## config.mk

```make
export PLATFORM = sky130hd
export DESIGN_NAME = sfem_ctrl
export DESIGN_NICKNAME = d
export VERILOG_FILES = /design/src/logic/sfem_pkg.sv /design/src/logic/sfem_ctrl.sv
export SDC_FILE = /design/constraint.sdc
export NUM_CORES = 1
export LEC_CHECK = 0
export ABC_AREA = 1
export BUFFER_PORTS_ARGS = -buffer_cell sky130_fd_sc_hd__buf_4
export CORE_MARGIN = 8
export CORE_UTILIZATION = 30
export CTS_CLUSTER_DIAMETER = 50
export DETAILED_ROUTE_END_ITERATION = 16
export PLACE_DENSITY_LB_ADDON = 0.25
export SLEW_MARGIN = 20
export SYNTH_ARGS = -nofsm -noshare
export SYNTH_HDL_FRONTEND = slang
export SYNTH_SLANG_ARGS = --single-unit
```

## constraint.sdc

```tcl
create_clock -name pclk -period 21.5 [get_ports pclk]
set_input_delay 5.375 -clock pclk [delete_from_list [all_inputs] [get_ports pclk]]
set_output_delay 5.375 -clock pclk [all_outputs]
set_load 0.05 [all_outputs]
```

## src/logic/sfem_pkg.sv

```systemverilog
// constants for the sf/e&m signaling control block
// Behaviour
// - tone on while lead idle, off busy
// - dialing sends tone only during pulse breaks
// - augmented tone level 400 ms after hangup
// - tone state follows lead after 18 ms
// - ignore lead breaks/makes shorter than delay
// - tone-on break at least 50 ms
// - tone-off make at least 25 ms
// - cut speech path 18 ms before tone
// - restore speech path 125 ms after off-hook
// - guard falls after 225 ms, rises 50 ms
// - insert notch filter 13 ms after tone
// - short tones keep notch 225 ms total
// - long tones keep notch tone plus 50
// - repeated dial breaks corrected to 58 percent
// - sense M on a-side, E on b-side
// - loopback by tone, external lead, or switch
// - tone loopback ends by tone or timeout
// - loopback isolates ports, routes rx to tx
// - loopback tone accepted after 2.5 s, on removal
// - exit tone recognised after 1.2 s, immediate
// - tone loopback timeout 4 or 20 minutes
package sfem_pkg;
  // clock rate and the millisecond timebase
  localparam int unsigned CLK_HZ = 32'h0BEBC200;
  localparam int unsigned MS_PER_S = 32'h000003E8;
  localparam int unsigned MS_PER_MIN = 32'h0000EA60;
  // signaling intervals in milliseconds, loopback timeouts in minutes
  localparam logic [11:0] LEAD_DLY_MS = 12'h012;
  localparam logic [11:0] BREAK_MIN_MS = 12'h032;
  localparam logic [11:0] MAKE_MIN_MS = 12'h019;
  localparam logic [11:0] AUG_MS = 12'h190;
  localparam logic [11:0] CUT_REM_MS = 12'h07D;
  localparam logic [11:0] GUARD_HL_MS = 12'h0E1;
  localparam logic [11:0] GUARD_LH_MS = 12'h032;
  localparam logic [11:0] NOTCH_INS_MS = 12'h00D;
  localparam logic [11:0] SHORT_TONE_MS = 12'h0AF;
  localparam logic [11:0] NOTCH_SHORT_MS = 12'h0E1;
  localparam logic [11:0] NOTCH_TAIL_MS = 12'h032;
  localparam logic [11:0] PULSE_PRD_MAX_MS = 12'h096;
  localparam logic [11:0] LOOP_ACT_MS = 12'h9C4;
  localparam logic [11:0] LOOP_DEACT_MS = 12'h4B0;
  localparam int unsigned TO_SHORT_MIN = 32'h00000004;
  localparam int unsigned TO_LONG_MIN = 32'h00000014;
  // dial pulse output break ratio
  localparam logic [18:0] OUT_BREAK_PCT = 19'h0003A;
  localparam logic [18:0] PCT_BASE = 19'h00064;
  // register map
  localparam logic [11:0] CTRL_OFF = 12'h000;
  localparam logic [11:0] STAT_OFF = 12'h004;
  localparam int CTRL_BSIDE = 0;
  localparam int CTRL_TOLONG = 1;
  localparam int CTRL_MANSW = 2;
  localparam int CTRL_GAIN_LSB = 8;
  localparam logic [5:0] GAIN_RST = 6'h00;
  // loopback controller states
  typedef enum logic [2:0] {
    LOOP_IDLE = 3'h1,
    LOOP_TONE = 3'h2,
    LOOP_DROP = 3'h4
  } sfem_loop_t;
endpackage

```

## src/logic/sfem_ctrl.sv

```systemverilog
// sf/e&m signaling control with loopback controller and apb registers
//
// The implementer's own choices: the address map and the APB interface to the registers.
module sfem_ctrl #(
  parameter int unsigned TICK_CYC = sfem_pkg::CLK_HZ / sfem_pkg::MS_PER_S,
  parameter int unsigned TO_SHORT_MS =
    sfem_pkg::TO_SHORT_MIN * sfem_pkg::MS_PER_MIN,
  parameter int unsigned TO_LONG_MS =
    sfem_pkg::TO_LONG_MIN * sfem_pkg::MS_PER_MIN
) (
  // clock and reset
  input wire logic pclk,
  input wire logic presetn,
  // apb slave
  input wire logic psel,
  input wire logic penable,
  input wire logic pwrite,
  input wire logic [11:0] paddr,
  input wire logic [31:0] pwdata,
  input wire logic [3:0] pstrb,
  output logic [31:0] prdata,
  output logic pready,
  output logic pslverr,
  // lead and detector pins, busy or present is high except ext_loopback_lead_n, which is low
  input wire logic m_lead_in,
  input wire logic e_lead_in,
  input wire logic sf_tone_in,
  input wire logic guard_in,
  input wire logic loop_tone_in,
  input wire logic ext_loopback_lead_n,
  // signaling outputs
  output logic tone_key,
  output logic tone_aug,
  output logic tx_path_cut,
  output logic tone_notch_filter,
  output logic guard_state,
  output logic e_lead_out,
  output logic m_lead_out,
  // loopback outputs
  output logic loopback_relay,
  output logic rx_to_tx_route,
  output logic [5:0] loop_path_gain_select
);

  // saturating millisecond counter step
  function automatic logic [11:0] sat_inc(input logic [11:0] v);
    return (v == 12'hFFF) ? v : v + 12'h001;
  endfunction

  // output break as fixed share of the pulse period
  function automatic logic [11:0] pct_out(input logic [11:0] v);
    logic [18:0] p;
    p = 19'(v) * sfem_pkg::OUT_BREAK_PCT;
    return 12'(p / sfem_pkg::PCT_BASE);
  endfunction

  ////////////////////////////////////////////////////////////////////////
  // synchronisers and timebase

  logic [5:0] sync1;
  logic [5:0] sync2;
  logic m_s, e_s, sf_s, guard_s, loop_s, ext_s;
  assign {m_s, e_s, sf_s, guard_s, loop_s, ext_s} = sync2;

  // two stages on every pin; only sync2 is read
  always_ff @(posedge pclk or negedge presetn) begin
    if (!presetn) begin
      sync1 <= 6'h00;
      sync2 <= 6'h00;
    end else begin
      sync1 <= {m_lead_in, e_lead_in, sf_tone_in, guard_in, loop_tone_in,
                ~ext_loopback_lead_n};
      sync2 <= sync1;
    end
  end

  logic [17:0] tb_cnt;
  logic tick;

  // one millisecond tick drives every interval
  always_ff @(posedge pclk or negedge presetn) begin
    if (!presetn) begin
      tb_cnt <= 18'h00000;
      tick <= 1'b0;
    end else if (tb_cnt == 18'(TICK_CYC - 1)) begin
      tb_cnt <= 18'h00000;
      tick <= 1'b1;
    end else begin
      tb_cnt <= tb_cnt + 18'h00001;
      tick <= 1'b0;
    end
  end

  ////////////////////////////////////////////////////////////////////////
  // registers

  logic b_side, to_long, man_sw;
  logic [1:0] sel_stat;
  logic setup;
  logic [31:0] status;
  sfem_pkg::sfem_loop_t loop_st;
  logic lead_busy;
  assign setup = psel && !penable;

  // control fields; writes land at the access edge
  always_ff @(posedge pclk or negedge presetn) begin
    if (!presetn) begin
      b_side <= 1'b0;
      to_long <= 1'b0;
      man_sw <= 1'b0;
      loop_path_gain_select <= sfem_pkg::GAIN_RST;
    end else if (psel && penable && pready && pwrite &&
                 paddr == sfem_pkg::CTRL_OFF) begin
      if (pstrb[0]) begin
        b_side <= pwdata[sfem_pkg::CTRL_BSIDE];
        to_long <= pwdata[sfem_pkg::CTRL_TOLONG];
        man_sw <= pwdata[sfem_pkg::CTRL_MANSW];
      end
      if (pstrb[1]) begin
        loop_path_gain_select <= pwdata[sfem_pkg::CTRL_GAIN_LSB +: 6];
      end
    end
  end

  assign status = {20'h00000, loop_st == sfem_pkg::LOOP_TONE, loopback_relay,
                   ext_s, guard_state, tone_notch_filter, m_lead_out,
                   e_lead_out, tx_path_cut, tone_aug, tone_key, lead_busy,
                   sf_s};
  assign sel_stat = {paddr == sfem_pkg::STAT_OFF,
                     paddr == sfem_pkg::CTRL_OFF};

  // no wait state: answer prepared in the setup cycle
  always_ff @(posedge pclk or negedge presetn) begin
    if (!presetn) begin
      pready <= 1'b0;
      pslverr <= 1'b0;
      prdata <= 32'h00000000;
    end else begin
      pready <= setup;
      pslverr <= setup && sel_stat == 2'h0;
      if (setup && !pwrite) begin
        unique case (sel_stat)
          2'h1: prdata <= {18'h00000, loop_path_gain_select, 5'h00, man_sw,
                           to_long, b_side};
          2'h2: prdata <= status;
          default: prdata <= 32'h00000000;
        endcase
      end
    end
  end

  ////////////////////////////////////////////////////////////////////////
  // lead to tone

  logic lead_raw, lead_d;
  logic [11:0] deb_cnt, hold_cnt, aug_cnt, cut_cnt;
  assign lead_raw = b_side ? e_s : m_s;

  // debounce: a change must persist for the lead delay
  always_ff @(posedge pclk or negedge presetn) begin
    if (!presetn) begin
      lead_busy <= 1'b0;
      lead_d <= 1'b0;
      deb_cnt <= 12'h000;
    end else begin
      lead_d <= lead_busy;
      if (lead_raw == lead_busy) begin
        deb_cnt <= 12'h000;
      end else if (tick) begin
        if (deb_cnt == sfem_pkg::LEAD_DLY_MS - 12'h001) begin
          lead_busy <= lead_raw;
          deb_cnt <= 12'h000;
        end else begin
          deb_cnt <= deb_cnt + 12'h001;
        end
      end
    end
  end

  logic [1:0] owed;
  logic lead_edge, tone_go;
  assign lead_edge = lead_d != lead_busy;
  assign tone_go = owed != 2'h0 && hold_cnt >= (tone_key ?
                   sfem_pkg::BREAK_MIN_MS : sfem_pkg::MAKE_MIN_MS);

  // each accepted lead change owes one tone change; a short pulse is
  // stretched to the least break and make rather than lost mid-digit
  always_ff @(posedge pclk or negedge presetn) begin
    if (!presetn) begin
      tone_key <= 1'b1;
      hold_cnt <= 12'h000;
    end else if (tone_go) begin
      tone_key <= !tone_key;
      hold_cnt <= 12'h000;
    end else if (tick) begin
      hold_cnt <= sat_inc(hold_cnt);
    end
  end

  // owed changes; a third pending one cancels a pair to keep parity
  always_ff @(posedge pclk or negedge presetn) begin
    if (!presetn) begin
      owed <= 2'h0;
    end else if (lead_edge && !tone_go) begin
      owed <= (owed == 2'h2) ? 2'h1 : owed + 2'h1;
    end else if (!lead_edge && tone_go) begin
      owed <= owed - 2'h1;
    end
  end

  // augmented level after each busy to idle change
  always_ff @(posedge pclk or negedge presetn) begin
    if (!presetn) begin
      tone_aug <= 1'b0;
      aug_cnt <= 12'h000;
    end else if (lead_d && !lead_busy) begin
      tone_aug <= 1'b1;
      aug_cnt <= 12'h000;
    end else if (tick && tone_aug) begin
      if (aug_cnt == sfem_pkg::AUG_MS - 12'h001) begin
        tone_aug <= 1'b0;
      end
      aug_cnt <= aug_cnt + 12'h001;
    end
  end

  // cut opens on raw idle, a full lead delay ahead of tone
  always_ff @(posedge pclk or negedge presetn) begin
    if (!presetn) begin
      tx_path_cut <= 1'b1;
      cut_cnt <= 12'h000;
    end else if (!lead_raw || !lead_busy) begin
      tx_path_cut <= 1'b1;
      cut_cnt <= 12'h000;
    end else if (tick && tx_path_cut) begin
      if (cut_cnt == sfem_pkg::CUT_REM_MS - 12'h001) begin
        tx_path_cut <= 1'b0;
      end
      cut_cnt <= cut_cnt + 12'h001;
    end
  end

  ////////////////////////////////////////////////////////////////////////
  // receive side

  logic [11:0] g_cnt, sf_cnt, nh_cnt, bt_cnt, last_prd, target;
  logic sf_d, out_break;

  // guard filter with asymmetric timing
  always_ff @(posedge pclk or negedge presetn) begin
    if (!presetn) begin
      guard_state <= 1'b0;
      g_cnt <= 12'h000;
    end else if (guard_s == guard_state) begin
      g_cnt <= 12'h000;
    end else if (tick) begin
      if (g_cnt == (guard_state ? sfem_pkg::GUARD_HL_MS :
                    sfem_pkg::GUARD_LH_MS) - 12'h001) begin
        guard_state <= guard_s;
        g_cnt <= 12'h000;
      end else begin
        g_cnt <= g_cnt + 12'h001;
      end
    end
  end

  // notch timing; hold after tone end depends on tone length
  always_ff @(posedge pclk or negedge presetn) begin
    if (!presetn) begin
      sf_d <= 1'b0;
      sf_cnt <= 12'h000;
      nh_cnt <= 12'h000;
      tone_notch_filter <= 1'b0;
    end else begin
      sf_d <= sf_s;
      // tone-end cycle bridges the gap before the hold count loads
      tone_notch_filter <= (sf_s && sf_cnt >= sfem_pkg::NOTCH_INS_MS) ||
                           (sf_d && !sf_s) || nh_cnt != 12'h000;
      if (sf_d && !sf_s) begin
        sf_cnt <= 12'h000;
        nh_cnt <= (sf_cnt < sfem_pkg::SHORT_TONE_MS) ?
                  sfem_pkg::NOTCH_SHORT_MS - sf_cnt :
                  sfem_pkg::NOTCH_TAIL_MS;
      end else if (tick) begin
        if (sf_s) begin
          sf_cnt <= sat_inc(sf_cnt);
        end
        if (nh_cnt != 12'h000) begin
          nh_cnt <= nh_cnt - 12'h001;
        end
      end
    end
  end

  // break length from the previous pulse period; long gaps pass as is
  assign target = (last_prd <= sfem_pkg::PULSE_PRD_MAX_MS) ?
                  pct_out(last_prd) : 12'hFFF;
  assign out_break = sf_s ? (bt_cnt < target || bt_cnt >= last_prd) :
                     (bt_cnt < target && target != 12'hFFF);

  // pulse correction and output lead drive
  always_ff @(posedge pclk or negedge presetn) begin
    if (!presetn) begin
      bt_cnt <= 12'hFFF;
      last_prd <= 12'hFFF;
      e_lead_out <= 1'b0;
      m_lead_out <= 1'b0;
    end else begin
      if (sf_s && !sf_d) begin
        last_prd <= bt_cnt;
        bt_cnt <= 12'h000;
      end else if (tick) begin
        bt_cnt <= sat_inc(bt_cnt);
      end
      e_lead_out <= !b_side && !out_break;
      m_lead_out <= b_side && !out_break;
    end
  end

  ////////////////////////////////////////////////////////////////////////
  // loopback controller

  logic loop_d;
  logic [11:0] loop_cnt;
  logic [20:0] to_cnt, to_lim;
  assign to_lim = to_long ? 21'(TO_LONG_MS - 1) : 21'(TO_SHORT_MS - 1);

  // tone states; lead and switch causes act directly on the relay
  always_ff @(posedge pclk or negedge presetn) begin
    if (!presetn) begin
      loop_st <= sfem_pkg::LOOP_IDLE;
      loop_d <= 1'b0;
      loop_cnt <= 12'h000;
      to_cnt <= 21'h000000;
    end else begin
      loop_d <= loop_s;
      if (!loop_s) begin
        loop_cnt <= 12'h000;
      end else if (tick) begin
        loop_cnt <= sat_inc(loop_cnt);
      end
      unique case (loop_st)
        sfem_pkg::LOOP_IDLE: begin
          to_cnt <= 21'h000000;
          if (loop_d && !loop_s && loop_cnt >= sfem_pkg::LOOP_ACT_MS) begin
            loop_st <= sfem_pkg::LOOP_TONE;
          end
        end
        sfem_pkg::LOOP_TONE: begin
          if (loop_s && loop_cnt >= sfem_pkg::LOOP_DEACT_MS) begin
            loop_st <= sfem_pkg::LOOP_DROP;
          end else if (tick) begin
            if (to_cnt == to_lim) begin
              loop_st <= sfem_pkg::LOOP_IDLE;
            end
            to_cnt <= to_cnt + 21'h000001;
          end
        end
        sfem_pkg::LOOP_DROP: begin
          // the exit tone must not re-arm entry when it ends
          if (!loop_s) begin
            loop_st <= sfem_pkg::LOOP_IDLE;
          end
        end
        default: loop_st <= sfem_pkg::LOOP_IDLE;
      endcase
    end
  end

  // relay isolates terminal ports and loops rx driver to tx buffer
  always_ff @(posedge pclk or negedge presetn) begin
    if (!presetn) begin
      loopback_relay <= 1'b0;
      rx_to_tx_route <= 1'b0;
    end else begin
      loopback_relay <= loop_st == sfem_pkg::LOOP_TONE || ext_s ||
                        man_sw;
      rx_to_tx_route <= loop_st == sfem_pkg::LOOP_TONE || ext_s ||
                        man_sw;
    end
  end
endmodule

```

==> impl_metrics.yaml <==
status:
  status: "completed"
place:
  portBuffers: 64
  dp.cells: 3300
  place_congestion: 0.830
  dp.final_hpwl_um: 33400
global_route:
  overflow: 0
  antenna_found_initial: 0
  grt_pass1_vias: 15400
  grt_max_degree: 92
  grt_first_pass_wirelength_um: 73700
  grt.total_usage_pct: 12.6
route:
  final_antenna_net_count: 0
  drtPass1Iterations: 5
  viasPerCell: 4.72
  wl_per_cell_um: 12.9
  drtIter0Drc: 957
  wirelength_um: 43200
  drc: 0
  vias: 15800
floorplan:
  ioPinCount: 108
  die_w_um: 259
  die_h_um: 259
  die_area_mm2: 0.0670
  row_count: 89
  core_mm2: 0.0587
  initial_core_util_pct: 30.2
timing:
  whs_ns: 0.347
  relSlewSlack_pct: 28.3
  setup_viol: 0
  worst_pin_slew_ns: 1.07
  fin_crit_sh_pct: 63.6
  setup_tns_ns: 0
  skew_ns: 0.0177
  drv_slew: 0
  rsz0062_at_grt: "false"
  max_freq_mhz: 73.2
  timing.final.crit_period_ns: 13.67
  finalHoldViolCount: 0
synthesis:
  yosys_warnings: 0
  ys.flop_type: "dfrtp_1"
  avgSynthCellArea_um2: 7.11
  synth_edf_count: 0
  ys_ff_latch: 214
  yosysSeqAreaShare_pct: 30.4
  syn_area_mm2: 0.0177
  async_reset_ff_share_pct: 100
  syn_inst: 2489
  ys_types: 71
power_and_ir_drop:
  power_density_mw_per_mm2: 67.8
  vdd_ir_drop_max_uv: 66.8
  power_leakage_uw: 0.00986
critical_path:
  r2r_end: "e_lead_out"
  crit_required_ns: 21.98
  cp_max_fo: 15
  path_common_cell: "nand2_1"
  cp_top_family: "simple AND/OR/NAND/NOR gates"
  crit_buf_inv: 4
  regToRegStartpoint: "last_prd[1]"
  worst_ep_arrival_time_ns: 14.15
  cp_slowest_cell: "dfstp_2"
  crit_type: "flip-flop to flip-flop"
  r2r_slack_ns: 7.83
  crit_path_start_kind: "flip-flop"
  critPathCaptureType: "flip-flop"
  r2r_cells: 90
  slowest_delay_ns: 0.61
cells_and_area:
  antenna_cells: 0
  area_growth_pct: 12.9
  largest_reg_flops: 21
  top_register: "to_cnt"
  top_regs: "to_cnt x21, tb_cnt x18, prdata x14"
  fin_nets: 2735
  final_layout_size_suffix_gt1_share_pct: 14.1
  post_layout_nonfiller_instances: 3356
  fillerInstances: 6252
cts:
  clock_latency_ns: 0.56
  cts_tree: "done"
  post_cts_buffers: 0
  cts_root_buf: "clkbuf_16"
  htreeDepth: 1
  clockBufferDepth: 3
  cts.sinks: 214
  cts-resized-gates: 0
  cts_made_buffers: 30
  ctsHoldBuffers: 0
  path_clk_slew_ns: 0.06
job:
  maxCapViolCount: 0
hold_path:
  min_from: "sync1[4]"
  hold_path.class: "flip-flop to flip-flop"
  holdPathEnd: "sync2[4]"
  worstHoldPathCells: 0
==> worst register-to-register path, delay by kind of cell, from the launching register on <==
| kind | cells | cell delay, ns |
|---|---|---|
| AOI/OAI and AO/OA | 5 | 0.85 |
| adders and majority gates | 4 | 1.79 |
| DFF | 1 | 0.61 |
| buffers and inverters | 4 | 0.42 |
| and+or+nand+nor | 77 | 9.89 |
==> power by group <==
part | internal, uW | switching (uW) | leakage, uW
sequential | 417 | 12.9 | 0.00279
combinational | 134 | 268 | 0.00656
clock | 321 | 203 | 0.000515
total | 872 | 484 | 0.00986
==> stage by stage <==
step / worst slack, ns / instance area (um2) / util, % / total power (uW)
after floorplan: 10.86 / 17800 / - / 755
after global placement: 8.05 / 18900 / 32.2 / 836
after detailed placement: 7.92 / 18900 / 32.2 / 838
after CTS: 7.85 / 20000 / 34.1 / 1370
after global routing: 6.48 / 20000 / 34.1 / 1450
final: 7.83 / 20000 / 34.1 / 1360
==> how the worst max path moves through the flow <==
| stage | start | to | slack [ns] | cells past startpoint |
|---|---|---|---|---|
| 2_1_floorplan | last_prd[6] | e_lead_out | 10.86 | 94 |
| 3_3_place_gp | last_prd[6] | m_lead_out | 8.05 | 94 |
| 3_5_place_dp | last_prd[6] | m_lead_out | 7.92 | 89 |
| 4_1_cts | last_prd[1] | e_lead_out | 7.85 | 88 |
| 5_1_grt | last_prd[6] | e_lead_out | 6.48 | 91 |
| 6_report | last_prd[1] | e_lead_out | 7.83 | 90 |
==> cell usage in the layout (no fill, tap or decap), types with 5 or more instances in the layout <==
cell type    n
o21a_1       6
a31oi_1      6
nor2_2      21
nor4_1      29
a22oi_1      5
o21ai_1      5
ha_1        98
nand3_2     12
o22ai_1     14
fa_1        19
o31ai_1      5
a21oi_1    119
clkbuf_16   30
inv_1      429
nand3_4      6
o211ai_1     6
o21ai_0    145
nand2_4     24
conb_1      18
nand2_1    501
nand2_2     88
a211oi_1     7
o21ai_2      6
dfstp_2     27
nand3_1    197
xor2_1      44
dfrtp_1    187
nor2_1     205
inv_2       23
xnor2_1     18
nand4_1     53
buf_4       67
nor2_4      13
nor3_1      61
==> logic make-up after synthesis <==
group | Yosys count | synth area share, %
AND/OR/NAND/NOR | 1233 | 33.9
buffers and inverters | 501 | 11.7
AO/OA/AOI/OAI | 357 | 11.6
flip-flops | 214 | 30.4
adder cells (fa/ha/maj) | 117 | 9.07
XOR/XNOR | 63 | 3.16
multiplexers | 3 | 0.191
other | 1 | 0.0212
==> cell usage after synthesis, drive strengths merged (2+ instances only) <==
cell type / count / area share [%]
o21bai: 2 / 0.085
a21oi: 124 / 3.7
nor2: 240 / 6.0
a21boi: 2 / 0.085
nand3b: 4 / 0.17
o31ai: 5 / 0.21
a211oi: 7 / 0.30
nor3b: 5 / 0.24
or2: 2 / 0.071
o21a: 6 / 0.25
o22ai: 14 / 0.49
mux2: 3 / 0.19
a221oi: 4 / 0.20
o21ai: 156 / 4.5
inv: 452 / 9.6
nand3: 215 / 6.8
o32ai: 3 / 0.15
ha: 98 / 6.9
o221a: 2 / 0.13
nor4: 29 / 1.0
and3: 3 / 0.11
xnor2: 18 / 0.89
o41ai: 3 / 0.15
clkbuf: 17 / 0.36
a21o: 2 / 0.085
xor2: 45 / 2.3
dfstp: 27 / 4.0
a31oi: 6 / 0.21
o211ai: 6 / 0.25
nand2: 616 / 16
o311ai: 2 / 0.099
clkinv: 2 / 0.049
buf: 30 / 1.7
fa: 19 / 2.1
a22oi: 5 / 0.21
nand4: 54 / 1.9
dfrtp: 187 / 26
nor3: 62 / 1.8
==> layout make-up <==
class / count / area, um2 / share of cell area (%)
inverter: 454 / 1710 / 8.53
multi-input combinational: 1791 / 10300 / 51.7
clock inverter: 21 / 282 / 1.41
tap: 773 / 967 / 4.84
clock buffer: 35 / 800 / 4.00
timing repair buffer: 68 / 518 / 2.59
sequential: 214 / 5390 / 27.0
==> metal layers <==
layer	vias up	share of wire [%]	wire [um]	GRT usage, %
met5	-	0	0	0
met3	57	3.9	1660	1.43
li1	8186	-	-	-
met2	262	46	20000	21.6
met4	0	1.7	746	2.86
met1	7330	48	20700	16.9
No activity file was read; power rests on OpenSTA's default activity.
